[config.mk]
export PLATFORM = sky130hd
export DESIGN_NAME = ixs_core
export DESIGN_NICKNAME = d
export VERILOG_FILES = /design/src/ixs_pkg.sv /design/src/ixs_alu.sv /design/src/ixs_core.sv
export SDC_FILE = /design/constraint.sdc
export NUM_CORES = 1
export LEC_CHECK = 0
export ABC_AREA = 1
export BUFFER_PORTS_ARGS = -buffer_cell sky130_fd_sc_hd__buf_2
export CAP_MARGIN = 15
export CORE_MARGIN = 2
export CORE_UTILIZATION = 35
export DETAILED_ROUTE_END_ITERATION = 10
export PLACE_DENSITY = 0.62
export SLEW_MARGIN = 15
export SYNTH_ARGS = -nofsm -noshare
export SYNTH_HDL_FRONTEND = slang
export SYNTH_HIERARCHICAL = 1
export SYNTH_SLANG_ARGS = --single-unit
[constraint.sdc]
create_clock -name sys_clk_i -period 3.46 [get_ports sys_clk_i]
set_input_delay 0.519 -clock sys_clk_i [delete_from_list [all_inputs] [get_ports sys_clk_i]]
set_output_delay 0.519 -clock sys_clk_i [all_outputs]
set_load 0.005 [all_outputs]
[src/ixs_pkg.sv]
// package: opcodes, field positions, reset values and addresses for the execute subset
package ixs_pkg;
  localparam logic [13:0] IXS_OP_CLEAR_ACC = 14'h0103;
  localparam logic [13:0] IXS_OP_KICK_WD = 14'h0064;
  localparam logic [5:0] IXS_OP_INVERT = 6'h09;
  localparam logic [5:0] IXS_OP_DEC = 6'h03;
  localparam logic [5:0] IXS_OP_DEC_SKIP = 6'h0b;
  localparam logic [5:0] IXS_OP_INC = 6'h0a;
  localparam logic [5:0] IXS_OP_XOR_FILE = 6'h06;
  localparam logic [5:0] IXS_OP_XOR_LIT = 6'h3a;
  localparam logic [2:0] IXS_OP_JUMP = 3'h5;
  localparam int IXS_DEST_BIT = 7;
  localparam int IXS_JUMP_LSB_W = 11;
  localparam int IXS_LATCH_HI = 4;
  localparam int IXS_LATCH_LO = 3;
  localparam logic [6:0] IXS_TIMER_ZERO_COUNT_ADDR = 7'h01;
  localparam logic [7:0] IXS_ACC_RST = 8'h00;
  localparam logic [12:0] IXS_PC_RST = 13'h0000;
  typedef enum logic [1:0] {
    IXS_ST_RUN = 2'b01,
    IXS_ST_IDLE = 2'b10
  } ixs_state_t;
endpackage

[src/ixs_alu.sv]
// arithmetic unit for the execute subset
module ixs_alu
  import ixs_pkg::*;
(
  input wire logic [5:0] op_i,
  input wire logic [7:0] file_i,
  input wire logic [7:0] acc_i,
  input wire logic [7:0] lit_i,
  output logic [7:0] res_o,
  output logic null_o
);
  always_comb
  begin
    res_o = file_i;
    if (op_i == IXS_OP_INVERT)
    begin
      res_o = ~file_i; // RQ5
    end
    else if (op_i == IXS_OP_DEC || op_i == IXS_OP_DEC_SKIP)
    begin
      res_o = file_i - 8'h01; // RQ7
    end
    else if (op_i == IXS_OP_INC)
    begin
      res_o = file_i + 8'h01; // RQ10
    end
    else if (op_i == IXS_OP_XOR_FILE)
    begin
      res_o = acc_i ^ file_i; // RQ12
    end
    else if (op_i == IXS_OP_XOR_LIT)
    begin
      res_o = acc_i ^ lit_i; // RQ11
    end
    null_o = (res_o == 8'h00); // RQ13
  end
endmodule // ixs_alu

[src/ixs_core.sv]
// execute stage for a subset of a 14-bit instruction core
// Operation
// RQ1: port read-modify-write uses pin levels
// RQ2: timer count write clears assigned prescaler
// RQ3: pc change or true test adds idle
// RQ4: clear accumulator zeroes it, sets null
// RQ5: invert file to selected destination
// RQ6: kick watchdog clears it, sets flags
// RQ7: decrement file to selected destination
// RQ8: decrement skip null, no flags
// RQ9: jump loads literal and latch bits
// RQ10: increment file to selected destination
// RQ11: xor literal into accumulator
// RQ12: xor accumulator with file
// RQ13: null flag set when result zero
// RQ14: destination bit 7, address bits 6:0
module ixs_core
  import ixs_pkg::*;
(
  input wire logic sys_clk_i,
  input wire logic nrst_i,
  input wire logic instr_valid_i,
  input wire logic [13:0] instr_i,
  input wire logic [7:0] file_rdata_i,
  input wire logic file_is_port_i,
  input wire logic [7:0] port_pins_i,
  input wire logic [4:0] upper_pc_latch_i,
  input wire logic prescaler_to_timer_i,
  output logic [12:0] program_counter_o,
  output logic [6:0] file_addr_o,
  output logic [7:0] file_wdata_o,
  output logic file_we_o,
  output logic [7:0] acc_o,
  output logic null_flag_o,
  output logic timeout_flag_o,
  output logic powerdown_flag_o,
  output logic watchdog_clear_o,
  output logic timer_prescaler_clear_o,
  output logic idle_cycle_o
);
  //////////////////////////////////////////////////////////////////////
  logic [1:0] rst_sync_ff;
  logic rst_n;
  logic [7:0] pins_s1_ff;
  logic [7:0] pins_s2_ff;
  always_ff @(posedge sys_clk_i or negedge nrst_i)
  begin
    if (!nrst_i)
    begin
      rst_sync_ff <= 2'b00;
      pins_s1_ff <= 8'h00;
      pins_s2_ff <= 8'h00;
    end
    else
    begin
      rst_sync_ff <= {rst_sync_ff[0], 1'b1};
      pins_s1_ff <= port_pins_i;
      pins_s2_ff <= pins_s1_ff;
    end
  end
  assign rst_n = rst_sync_ff[1];
  //////////////////////////////////////////////////////////////////////
  logic [5:0] op;
  logic dest;
  logic [7:0] operand;
  logic [7:0] alu_res;
  logic alu_null;
  logic is_file_op;
  assign op = instr_i[13:8];
  assign dest = instr_i[IXS_DEST_BIT]; // RQ14
  assign file_addr_o = instr_i[6:0]; // RQ14
  // external pins, not the output latch, feed the operand of a port
  assign operand = file_is_port_i ? pins_s2_ff : file_rdata_i; // RQ1
  assign is_file_op = (op == IXS_OP_INVERT) || (op == IXS_OP_DEC) || (op == IXS_OP_DEC_SKIP)
    || (op == IXS_OP_INC) || (op == IXS_OP_XOR_FILE);
  ixs_alu u_alu (
    .op_i(op),
    .file_i(operand),
    .acc_i(acc_o),
    .lit_i(instr_i[7:0]),
    .res_o(alu_res),
    .null_o(alu_null)
  );
  //////////////////////////////////////////////////////////////////////
  ixs_state_t state_ff, nxt_state;
  logic [12:0] nxt_pc;
  logic [7:0] nxt_acc;
  logic nxt_null, nxt_to, nxt_pd;
  logic exec;
  assign exec = instr_valid_i && (state_ff == IXS_ST_RUN);
  always_comb
  begin
    nxt_state = state_ff;
    nxt_pc = program_counter_o;
    nxt_acc = acc_o;
    nxt_null = null_flag_o;
    nxt_to = timeout_flag_o;
    nxt_pd = powerdown_flag_o;
    file_we_o = 1'b0;
    file_wdata_o = alu_res;
    watchdog_clear_o = 1'b0;
    timer_prescaler_clear_o = 1'b0;
    if (state_ff == IXS_ST_IDLE)
    begin
      nxt_state = IXS_ST_RUN; // RQ3
    end
    else if (exec)
    begin
      nxt_pc = program_counter_o + 13'h0001;
      if (instr_i == IXS_OP_CLEAR_ACC)
      begin
        nxt_acc = IXS_ACC_RST; // RQ4
        nxt_null = 1'b1; // RQ4
      end
      else if (instr_i == IXS_OP_KICK_WD)
      begin
        watchdog_clear_o = 1'b1; // RQ6
        nxt_to = 1'b1; // RQ6
        nxt_pd = 1'b1; // RQ6
      end
      else if (instr_i[13:11] == IXS_OP_JUMP)
      begin
        nxt_pc = {upper_pc_latch_i[IXS_LATCH_HI:IXS_LATCH_LO],
          instr_i[IXS_JUMP_LSB_W-1:0]}; // RQ9
        nxt_state = IXS_ST_IDLE; // RQ3
      end
      else if (is_file_op || op == IXS_OP_XOR_LIT)
      begin
        if (op != IXS_OP_DEC_SKIP)
        begin
          nxt_null = alu_null; // RQ13
        end
        if (is_file_op && dest)
        begin
          file_we_o = 1'b1;
          // a write to the timer count restarts its prescaler
          timer_prescaler_clear_o = (file_addr_o == IXS_TIMER_ZERO_COUNT_ADDR)
            && prescaler_to_timer_i; // RQ2
        end
        else
        begin
          nxt_acc = alu_res;
        end
        if (op == IXS_OP_DEC_SKIP && alu_null)
        begin
          // the prefetched word is dropped, so the pc steps over it
          nxt_pc = program_counter_o + 13'h0002; // RQ8
          nxt_state = IXS_ST_IDLE; // RQ8
        end
      end
    end
  end
  assign idle_cycle_o = (state_ff == IXS_ST_IDLE);
  always_ff @(posedge sys_clk_i or negedge rst_n)
  begin
    if (!rst_n)
    begin
      state_ff <= IXS_ST_RUN;
      program_counter_o <= IXS_PC_RST;
      acc_o <= IXS_ACC_RST;
      null_flag_o <= 1'b0;
      timeout_flag_o <= 1'b1;
      powerdown_flag_o <= 1'b1;
    end
    else
    begin
      state_ff <= nxt_state;
      program_counter_o <= nxt_pc;
      acc_o <= nxt_acc;
      null_flag_o <= nxt_null;
      timeout_flag_o <= nxt_to;
      powerdown_flag_o <= nxt_pd;
    end
  end
endmodule // ixs_core

==> results of run 1 <==
[synthesized netlist by cell type (2+ instances only)]
cell                       number
sky130_fd_sc_hd__xor2_1        17
sky130_fd_sc_hd__nand3_1       60
sky130_fd_sc_hd__xnor2_1        5
sky130_fd_sc_hd__o22ai_1        3
sky130_fd_sc_hd__dfrtp_1       41
sky130_fd_sc_hd__ha_1           4
sky130_fd_sc_hd__clkbuf_1       4
sky130_fd_sc_hd__a21oi_1       14
sky130_fd_sc_hd__buf_4         12
sky130_fd_sc_hd__nor3_1         2
sky130_fd_sc_hd__nand3_2        3
sky130_fd_sc_hd__o21ai_0       15
sky130_fd_sc_hd__nand2_1      184
sky130_fd_sc_hd__or2_2          2
sky130_fd_sc_hd__nor2_1        72
sky130_fd_sc_hd__mux2_2         8
sky130_fd_sc_hd__o211ai_1       3
sky130_fd_sc_hd__a31oi_1        3
sky130_fd_sc_hd__a21oi_2        3
sky130_fd_sc_hd__buf_2          6
sky130_fd_sc_hd__inv_2          4
sky130_fd_sc_hd__nor2_4         7
sky130_fd_sc_hd__nand4_1       19
sky130_fd_sc_hd__nand4_2        2
sky130_fd_sc_hd__inv_1         72
sky130_fd_sc_hd__buf_6          2
[power groups by stage]
| stage | Sequential, mW | Clock, mW | Combinational, mW |
|---|---|---|---|
| 2_1_floorplan | 0.516 | 0 | 0.140 |
| 3_5_place_dp | 0.520 | 0 | 0.232 |
| 6_report | 0.509 | 0.402 | 0.236 |
| 5_1_grt | 0.512 | 0.434 | 0.263 |
| 4_1_cts | 0.510 | 0.410 | 0.233 |
| 3_3_place_gp | 0.519 | 0 | 0.230 |
[state kept, by name, indices dropped and copies added, names as in the netlist]
register / flops
null_flag_o: 1
pins_s2_ff: 8
pins_s1_ff: 8
program_counter_o: 13
state_ff: 2
rst_sync_ff: 2
acc_o: 8
[layout make-up]
class	instances	area [sq um]
Clock buffer	5	68.82
Clock inverter	3	45.04
Fill cell	1073	5907
Inverter	76	285.3
Multi-Input combinational cell	436	2190
Sequential cell	42	1052
Tap cell	136	170.2
Timing Repair Buffer	94	513.0
[per-layer routing]
layer | wire (microns) | track usage
met1 | 5085 | 0.2713
met2 | 4966 | 0.3114
met3 | 615 | 0.02452
met4 | 221 | 0.06297
met5 | 0 | 0
[logic make-up (layout without fill, tap and decap cells)]
kind of cell    Yosys count  after routing  synth area share
xor+xnor                 22             22           0.05259
compound gates           43             43           0.06660
simple gates            356            356            0.4334
other cells               1              3          0.001024
fa+ha+maj                 4              4           0.01366
mux                       8              8           0.02459
buf+inv                 100            178            0.1209
flops                    42             42            0.2872
[path summary, 6_finish.rpt]
kind / end / cells after the start
hold / removal: pins_s2_ff[0]$_DFF_PN0_ / 1
setup reg to reg: program_counter_o[6]$_DFFE_PN0P_ / 20
setup / recovery: program_counter_o[6]$_DFFE_PN0P_ / 19
min in group sys_clk_i: pins_s1_ff[6]$_DFF_PN0_ / 1
hold reg to reg: pins_s2_ff[0]$_DFF_PN0_ / 0
max in group asynchronous: program_counter_o[11]$_DFFE_PN0P_ / 0
[metrics by stage]
step / TNS (ps) / hold WS (ps) / utilization
after floorplan: 0 / 223.4 / -
after global placement: -52.09 / 332.2 / 0.4102
after detailed placement: -177.3 / 334.7 / 0.4102
after CTS: 0 / 128.4 / 0.4213
after global routing: 0 / 145.7 / 0.4226
final: 0 / 123.2 / 0.4226
==> impl_metrics.env, run 1 <==
export IMPL_p_int_mw=0.8047
export IMPL_worst_path_most_repeated_cell="sky130_fd_sc_hd__nand2_1"
export IMPL_fraction_of_layout_cells_with_a_size_suffix_above_1=0.2104
export IMPL_synth_yosys_warnings=6
export IMPL_worst_endpoint_required_ps=3660
export IMPL_syn2layout_area_growth_pct=18.03
export IMPL_synthDominantCellAreaShare=0.2801
export IMPL_outcome="complete, no violations"
export IMPL_fp_dieW_microns=106.3
export IMPL_timing_max_slew_rel_slack=0.2993
export IMPL_ys_dominant_reg_cell="sky130_fd_sc_hd__dfrtp_1"
export IMPL_buffer_levels_on_the_longest_clock_path=2
export IMPL_post_route_min_period_ps=3137
export IMPL_detailedRoute_firstPassIterationCount=5
export IMPL_cap_violations=0
export IMPL_finish_cell_count_without_fillers=792
export IMPL_detail_route_antenna_nets=0
export IMPL_die_h_microns=106.3
export IMPL_netSwitchingFraction=0.2986
export IMPL_vias_per_cell=4.900
export IMPL_cts_resized=0
export IMPL_layout_common_cells="sky130_fd_sc_hd__nand2_1 (184), sky130_fd_sc_hd__buf_2 (77), sky130_fd_sc_hd__inv_1 (72), sky130_fd_sc_hd__nor2_1 (70), sky130_fd_sc_hd__nand3_1 (60)"
export IMPL_antenna_violations_before_repair=0
export IMPL_syn_area_per_cell_sq_um=6.360
export IMPL_seq_power_share=0.444
export IMPL_global_route_usage_total=0.1943
export IMPL_placementRows=37
export IMPL_cp_max_fo=8
export IMPL_synthDistinctLibCells=35
export IMPL_fin_ws_ps=322.7
export IMPL_async_flop_share=1.000
export IMPL_cts_tree="yes"
export IMPL_grt_overflow_total=0
export IMPL_fp_dieArea_sq_um=11300
export IMPL_clock_power_share=0.350
export IMPL_post_cts_setup_buffers=0
export IMPL_detail_route_iter0_violations=301
export IMPL_grt_pass1_vias=3539
export IMPL_place_ws_ps=-82.65
export IMPL_synthCells=576
export IMPL_tightest_slew_ps=1051
export IMPL_crit_family="simple AND/OR/NAND/NOR gates"
export IMPL_synth_top_area_cell="sky130_fd_sc_hd__dfrtp_1"
export IMPL_report_power_total_mw=1.147
export IMPL_finalSetupViolations=0
export IMPL_mostFrequentLayoutCell="sky130_fd_sc_hd__nand2_1"
export IMPL_critPathKind="primary input to register"
export IMPL_buffer_ports_inserted=77
export IMPL_grt_pass1_wl_microns=17480
export IMPL_cts_reportedPaths_clkPinSlew_ps=90
export IMPL_crit_path_cell_trace="buf_2, buf_4, mux2_2, nor2_1, nand3_1, a21oi_1, o21ai_0, nand2_1, inv_1, a21oi_2, nand3_1, nor2_2, nand4_4, nand2_1, inv_1, o21ai_0, nand2_1, nand2_1, nand2_1"
export IMPL_top_level_ports=83
export IMPL_critPathCaptureType="register"
export IMPL_startpoint="file_is_port_i"
export IMPL_synth_enable_flop_cells=0
export IMPL_ys_ff_latch=42
export IMPL_clock_skew_final_ps=8.176
export IMPL_cp_slowest_stage_delay_ps=390
export IMPL_critical_path_arrival_ps=3330
export IMPL_fmax_mhz=318.7
export IMPL_antennaDiodeCount=0
export IMPL_placed_cells_incl_taps=784
export IMPL_drv_slew=0
export IMPL_timing_final_hold_violations=0
export IMPL_postRouteWirelength_microns=10890
export IMPL_clock_sinks=42
export IMPL_timing_critical_path_from_type="primary input"
export IMPL_synth_cell_area_sq_um=3664
export IMPL_worst_skew_pair_late_latency_ps=300
export IMPL_detail_route_drc_violations=0
export IMPL_grt_setup_unrepaired="no"
export IMPL_vias=3881
export IMPL_coreArea_sq_um=10230
export IMPL_timing_critical_path_slowest_stage_cell="sky130_fd_sc_hd__mux2_2"
export IMPL_reg2reg_setup_slack_ps=400
export IMPL_hpwlAfterDp_microns=8262
export IMPL_design_area_sq_um=4324
export IMPL_vdd_drop_max_mv=0.1471
export IMPL_crit_reg2reg_launch="pins_s2_ff[0]$_DFF_PN0_"
export IMPL_wl_per_cell_microns=13.75
export IMPL_comb_power_share=0.206
export IMPL_synth_seq_area_share=0.2872
export IMPL_cts_inserted_buffers=5
export IMPL_switchingPower_mw=0.3426
export IMPL_cts_hold_buf=0
export IMPL_finalNetCount=699
export IMPL_power_density_cell_area_nw_per_um2=265.3
export IMPL_htree_num_levels=2
export IMPL_min_period_over_period=0.9067
export IMPL_largest_cells_by_area_after_synthesis="sky130_fd_sc_hd__dfrtp_1 (28%), sky130_fd_sc_hd__nand2_1 (19%), sky130_fd_sc_hd__nand3_1 (8.2%), sky130_fd_sc_hd__inv_1 (7.4%), sky130_fd_sc_hd__nor2_1 (7.4%)"
export IMPL_timing_hold_worst_class="primary input to asynchronous set/reset pin"
export IMPL_place_area_sq_um=4197
export IMPL_cts_root_buf="sky130_fd_sc_hd__clkbuf_8"
export IMPL_leakage_nw=2.388
export IMPL_buf_inv_on_cp=4
export IMPL_pin_count_of_the_biggest_net_entering_global_routing=29
export IMPL_floorplan_initialDensity=0.3581
export IMPL_place_congestion=0.9377
No activity file was read; power rests on OpenSTA's default activity.
==> run 2, diff against run 1 <==
- CORE_ASPECT_RATIO: unset -> 1.1
- CORE_UTILIZATION: 35 -> 45
- PLACE_DENSITY: 0.62 -> 0.74
==> run 2 against run 1 <==
Against the previous run: die area is 21% lower; maximum frequency is 0.83% lower; sequential share of layout area is 0.28 points higher; combinational power hardly changed; first-iteration DRC count is 25% lower; utilization is 12 points higher; clock-buffer cell count is 1 higher; global-route usage is 4.9 points higher; via count is 0.75% higher; critical path type unchanged.
==> impl_metrics.env, run 2 (same netlist as run 1, synthesis figures left out) <==
export IMPL_outcome="complete, no violations"
export IMPL_grt_setup_unrepaired="no"
export IMPL_cap_violations=0
export IMPL_totalNegativeSetupSlack_ps=0
export IMPL_post_cts_setup_buffers=0
export IMPL_fillers=820
export IMPL_clock_skew_final_ps=9.657
export IMPL_clock_sinks=42
export IMPL_finish_cell_count_without_fillers=765
export IMPL_syn2layout_area_growth_pct=16.70
export IMPL_fmax_mhz=316.1
export IMPL_cts_inserted_buffers=5
export IMPL_vias_per_cell=5.111
export IMPL_pin_count_of_the_biggest_net_entering_global_routing=29
export IMPL_p_int_mw=0.7344
export IMPL_routedLengthMet1_microns=4289
export IMPL_timing_critical_path_from_type="primary input"
export IMPL_worst_endpoint_required_ps=3650
export IMPL_power_density_cell_area_nw_per_um2=249.2
export IMPL_timing_final_hold_violations=0
export IMPL_critical_path_arrival_ps=3360
export IMPL_rr_worst_depth=17
export IMPL_place_area_sq_um=4161
export IMPL_leakage_nw=2.395
export IMPL_postRouteWirelength_microns=10400
export IMPL_wl_per_cell_microns=13.60
export IMPL_final_seq_area_sq_um=1052
export IMPL_largest_register_ffs=13
export IMPL_min_period_over_period=0.9143
export IMPL_antenna_violations_before_repair=0
export IMPL_die_h_microns=98.63
export IMPL_mostFrequentLayoutCell="sky130_fd_sc_hd__nand2_1"
export IMPL_buffer_levels_on_the_longest_clock_path=2
export IMPL_grt_pass1_wl_microns=17860
export IMPL_placed_cells_incl_taps=756
export IMPL_drv_slew=0
export IMPL_fraction_of_layout_cells_with_a_size_suffix_above_1=0.2070
export IMPL_htree_num_levels=2
export IMPL_highest_signal_layer="met4"
export IMPL_global_route_usage_total=0.2436
export IMPL_cts_tree="yes"
export IMPL_coreArea_sq_um=7913
export IMPL_met3WireLength_microns=726
export IMPL_cts_resized=0
export IMPL_detailedRoute_firstPassIterationCount=4
export IMPL_cp_max_fo=8
export IMPL_timing_hold_worst_class="primary input to asynchronous set/reset pin"
export IMPL_place_congestion=0.9352
export IMPL_top_level_ports=83
export IMPL_fp_dieArea_sq_um=8880
export IMPL_design_area_sq_um=4275
export IMPL_finalCoreUtilization=0.5403
export IMPL_layout_common_cells="sky130_fd_sc_hd__nand2_1 (184), sky130_fd_sc_hd__buf_2 (77), sky130_fd_sc_hd__inv_1 (72), sky130_fd_sc_hd__nor2_1 (72), sky130_fd_sc_hd__nand3_1 (60)"
export IMPL_comb_power_share=0.224
export IMPL_switchingPower_mw=0.3310
export IMPL_buffer_ports_inserted=77
export IMPL_cts_hold_buf=0
export IMPL_netSwitchingFraction=0.3107
export IMPL_hold_worst_slack_ps=145.8
export IMPL_antennaDiodeCount=0
export IMPL_fp_dieW_microns=90.03
export IMPL_vdd_drop_max_mv=0.1528
export IMPL_hpwlAfterDp_microns=8034
export IMPL_vias=3910
export IMPL_worst_skew_pair_late_latency_ps=300
export IMPL_finalSetupViolations=0
export IMPL_detail_route_iter0_violations=226
export IMPL_seq_power_share=0.474
export IMPL_detail_route_antenna_nets=0
export IMPL_dr_wl_met2_microns=5295
export IMPL_multi_input_area_sq_um=2176
export IMPL_cts_reportedPaths_clkPinSlew_ps=80
export IMPL_cts_root_buf="sky130_fd_sc_hd__clkbuf_8"
export IMPL_clock_power_share=0.301
export IMPL_floorplan_initialDensity=0.4630
export IMPL_grt_pass1_vias=3766
export IMPL_critPathKind="primary input to register"
export IMPL_finalNetCount=700
export IMPL_registers_top_by_ff_count="program_counter_o"
export IMPL_placementRows=34
export IMPL_post_route_min_period_ps=3164
export IMPL_critPathCaptureType="register"
export IMPL_detail_route_drc_violations=0
export IMPL_grt_overflow_total=0
run 2: cell types whose count changed in the layout (fill, tap and decap cells not counted), sizes merged:
cell | previous run | this run
clkinv | 0 | 2
clkinvlp | 2 | 0
buf | 94 | 95
bufinv | 1 | 0
clkbuf | 5 | 6
run 2: final cells by class:
type | count | share of cell area
Clock buffer | 6 | 0.01697
Tap cell | 108 | 0.03161
Timing Repair Buffer | 95 | 0.1264
Clock inverter | 2 | 0.003219
Sequential cell | 42 | 0.2461
Multi-Input combinational cell | 436 | 0.5089
Inverter | 76 | 0.06673
run 2: path summary, 6_finish.rpt:
kind	to	from	slack (ps)
max	program_counter_o[6]$_DFFE_PN0P_	file_is_port_i	300
min	pins_s2_ff[5]$_DFF_PN0_	nrst_i	150
max reg2reg	program_counter_o[6]$_DFFE_PN0P_	pins_s2_ff[4]$_DFF_PN0_	450
min reg2reg	program_counter_o[3]$_DFFE_PN0P_	rst_sync_ff[1]$_DFF_PN0_	150
max in group asynchronous	acc_o[3]$_DFFE_PN0P_	rst_sync_ff[1]$_DFF_PN0_	2900
min in group sys_clk_i	pins_s1_ff[5]$_DFF_PN0_	port_pins_i[5]	330
run 2: metrics by stage:
step,worst slack [ps],power [mW]
after floorplan,239.9,0.6566
after global placement,50.47,0.7439
after detailed placement,38.70,0.7489
after CTS,335.4,1.064
after global routing,66.49,1.122
final,296.5,1.065
run 2: metal layers:
layer / GRT usage / vias to the layer above
met5: 0 / -
met4: 0.06391 / 0
met1: 0.3131 / 1786
met2: 0.4372 / 147
li1: - / 1967
met3: 0.02752 / 10
run 2: power by group through the flow:
| stage | sequential [mW] | combinational, mW | clock [mW] |
|---|---|---|---|
| floorplan | 0.516 | 0.140 | 0 |
| global placement | 0.519 | 0.225 | 0 |
| detailed placement | 0.519 | 0.229 | 0 |
| CTS | 0.510 | 0.231 | 0.324 |
| global route | 0.507 | 0.267 | 0.348 |
| finish | 0.506 | 0.239 | 0.321 |
run 2: critical path: stages:
cell and delay (ps):
sky130_fd_sc_hd__buf_2 190, sky130_fd_sc_hd__mux2_2 390, sky130_fd_sc_hd__nor2_1 340, sky130_fd_sc_hd__nand2_1 160, sky130_fd_sc_hd__o21ai_0 190, sky130_fd_sc_hd__nand3_1 90, sky130_fd_sc_hd__nand2_1 60, sky130_fd_sc_hd__inv_1 50
sky130_fd_sc_hd__a21oi_2 160, sky130_fd_sc_hd__nand3_1 90, sky130_fd_sc_hd__nor2_1 220, sky130_fd_sc_hd__nand4_2 260, sky130_fd_sc_hd__nand2_1 180, sky130_fd_sc_hd__inv_1 110, sky130_fd_sc_hd__o21ai_0 170, sky130_fd_sc_hd__nand2_1 70
sky130_fd_sc_hd__nand2_1 50, sky130_fd_sc_hd__nand2_1 50
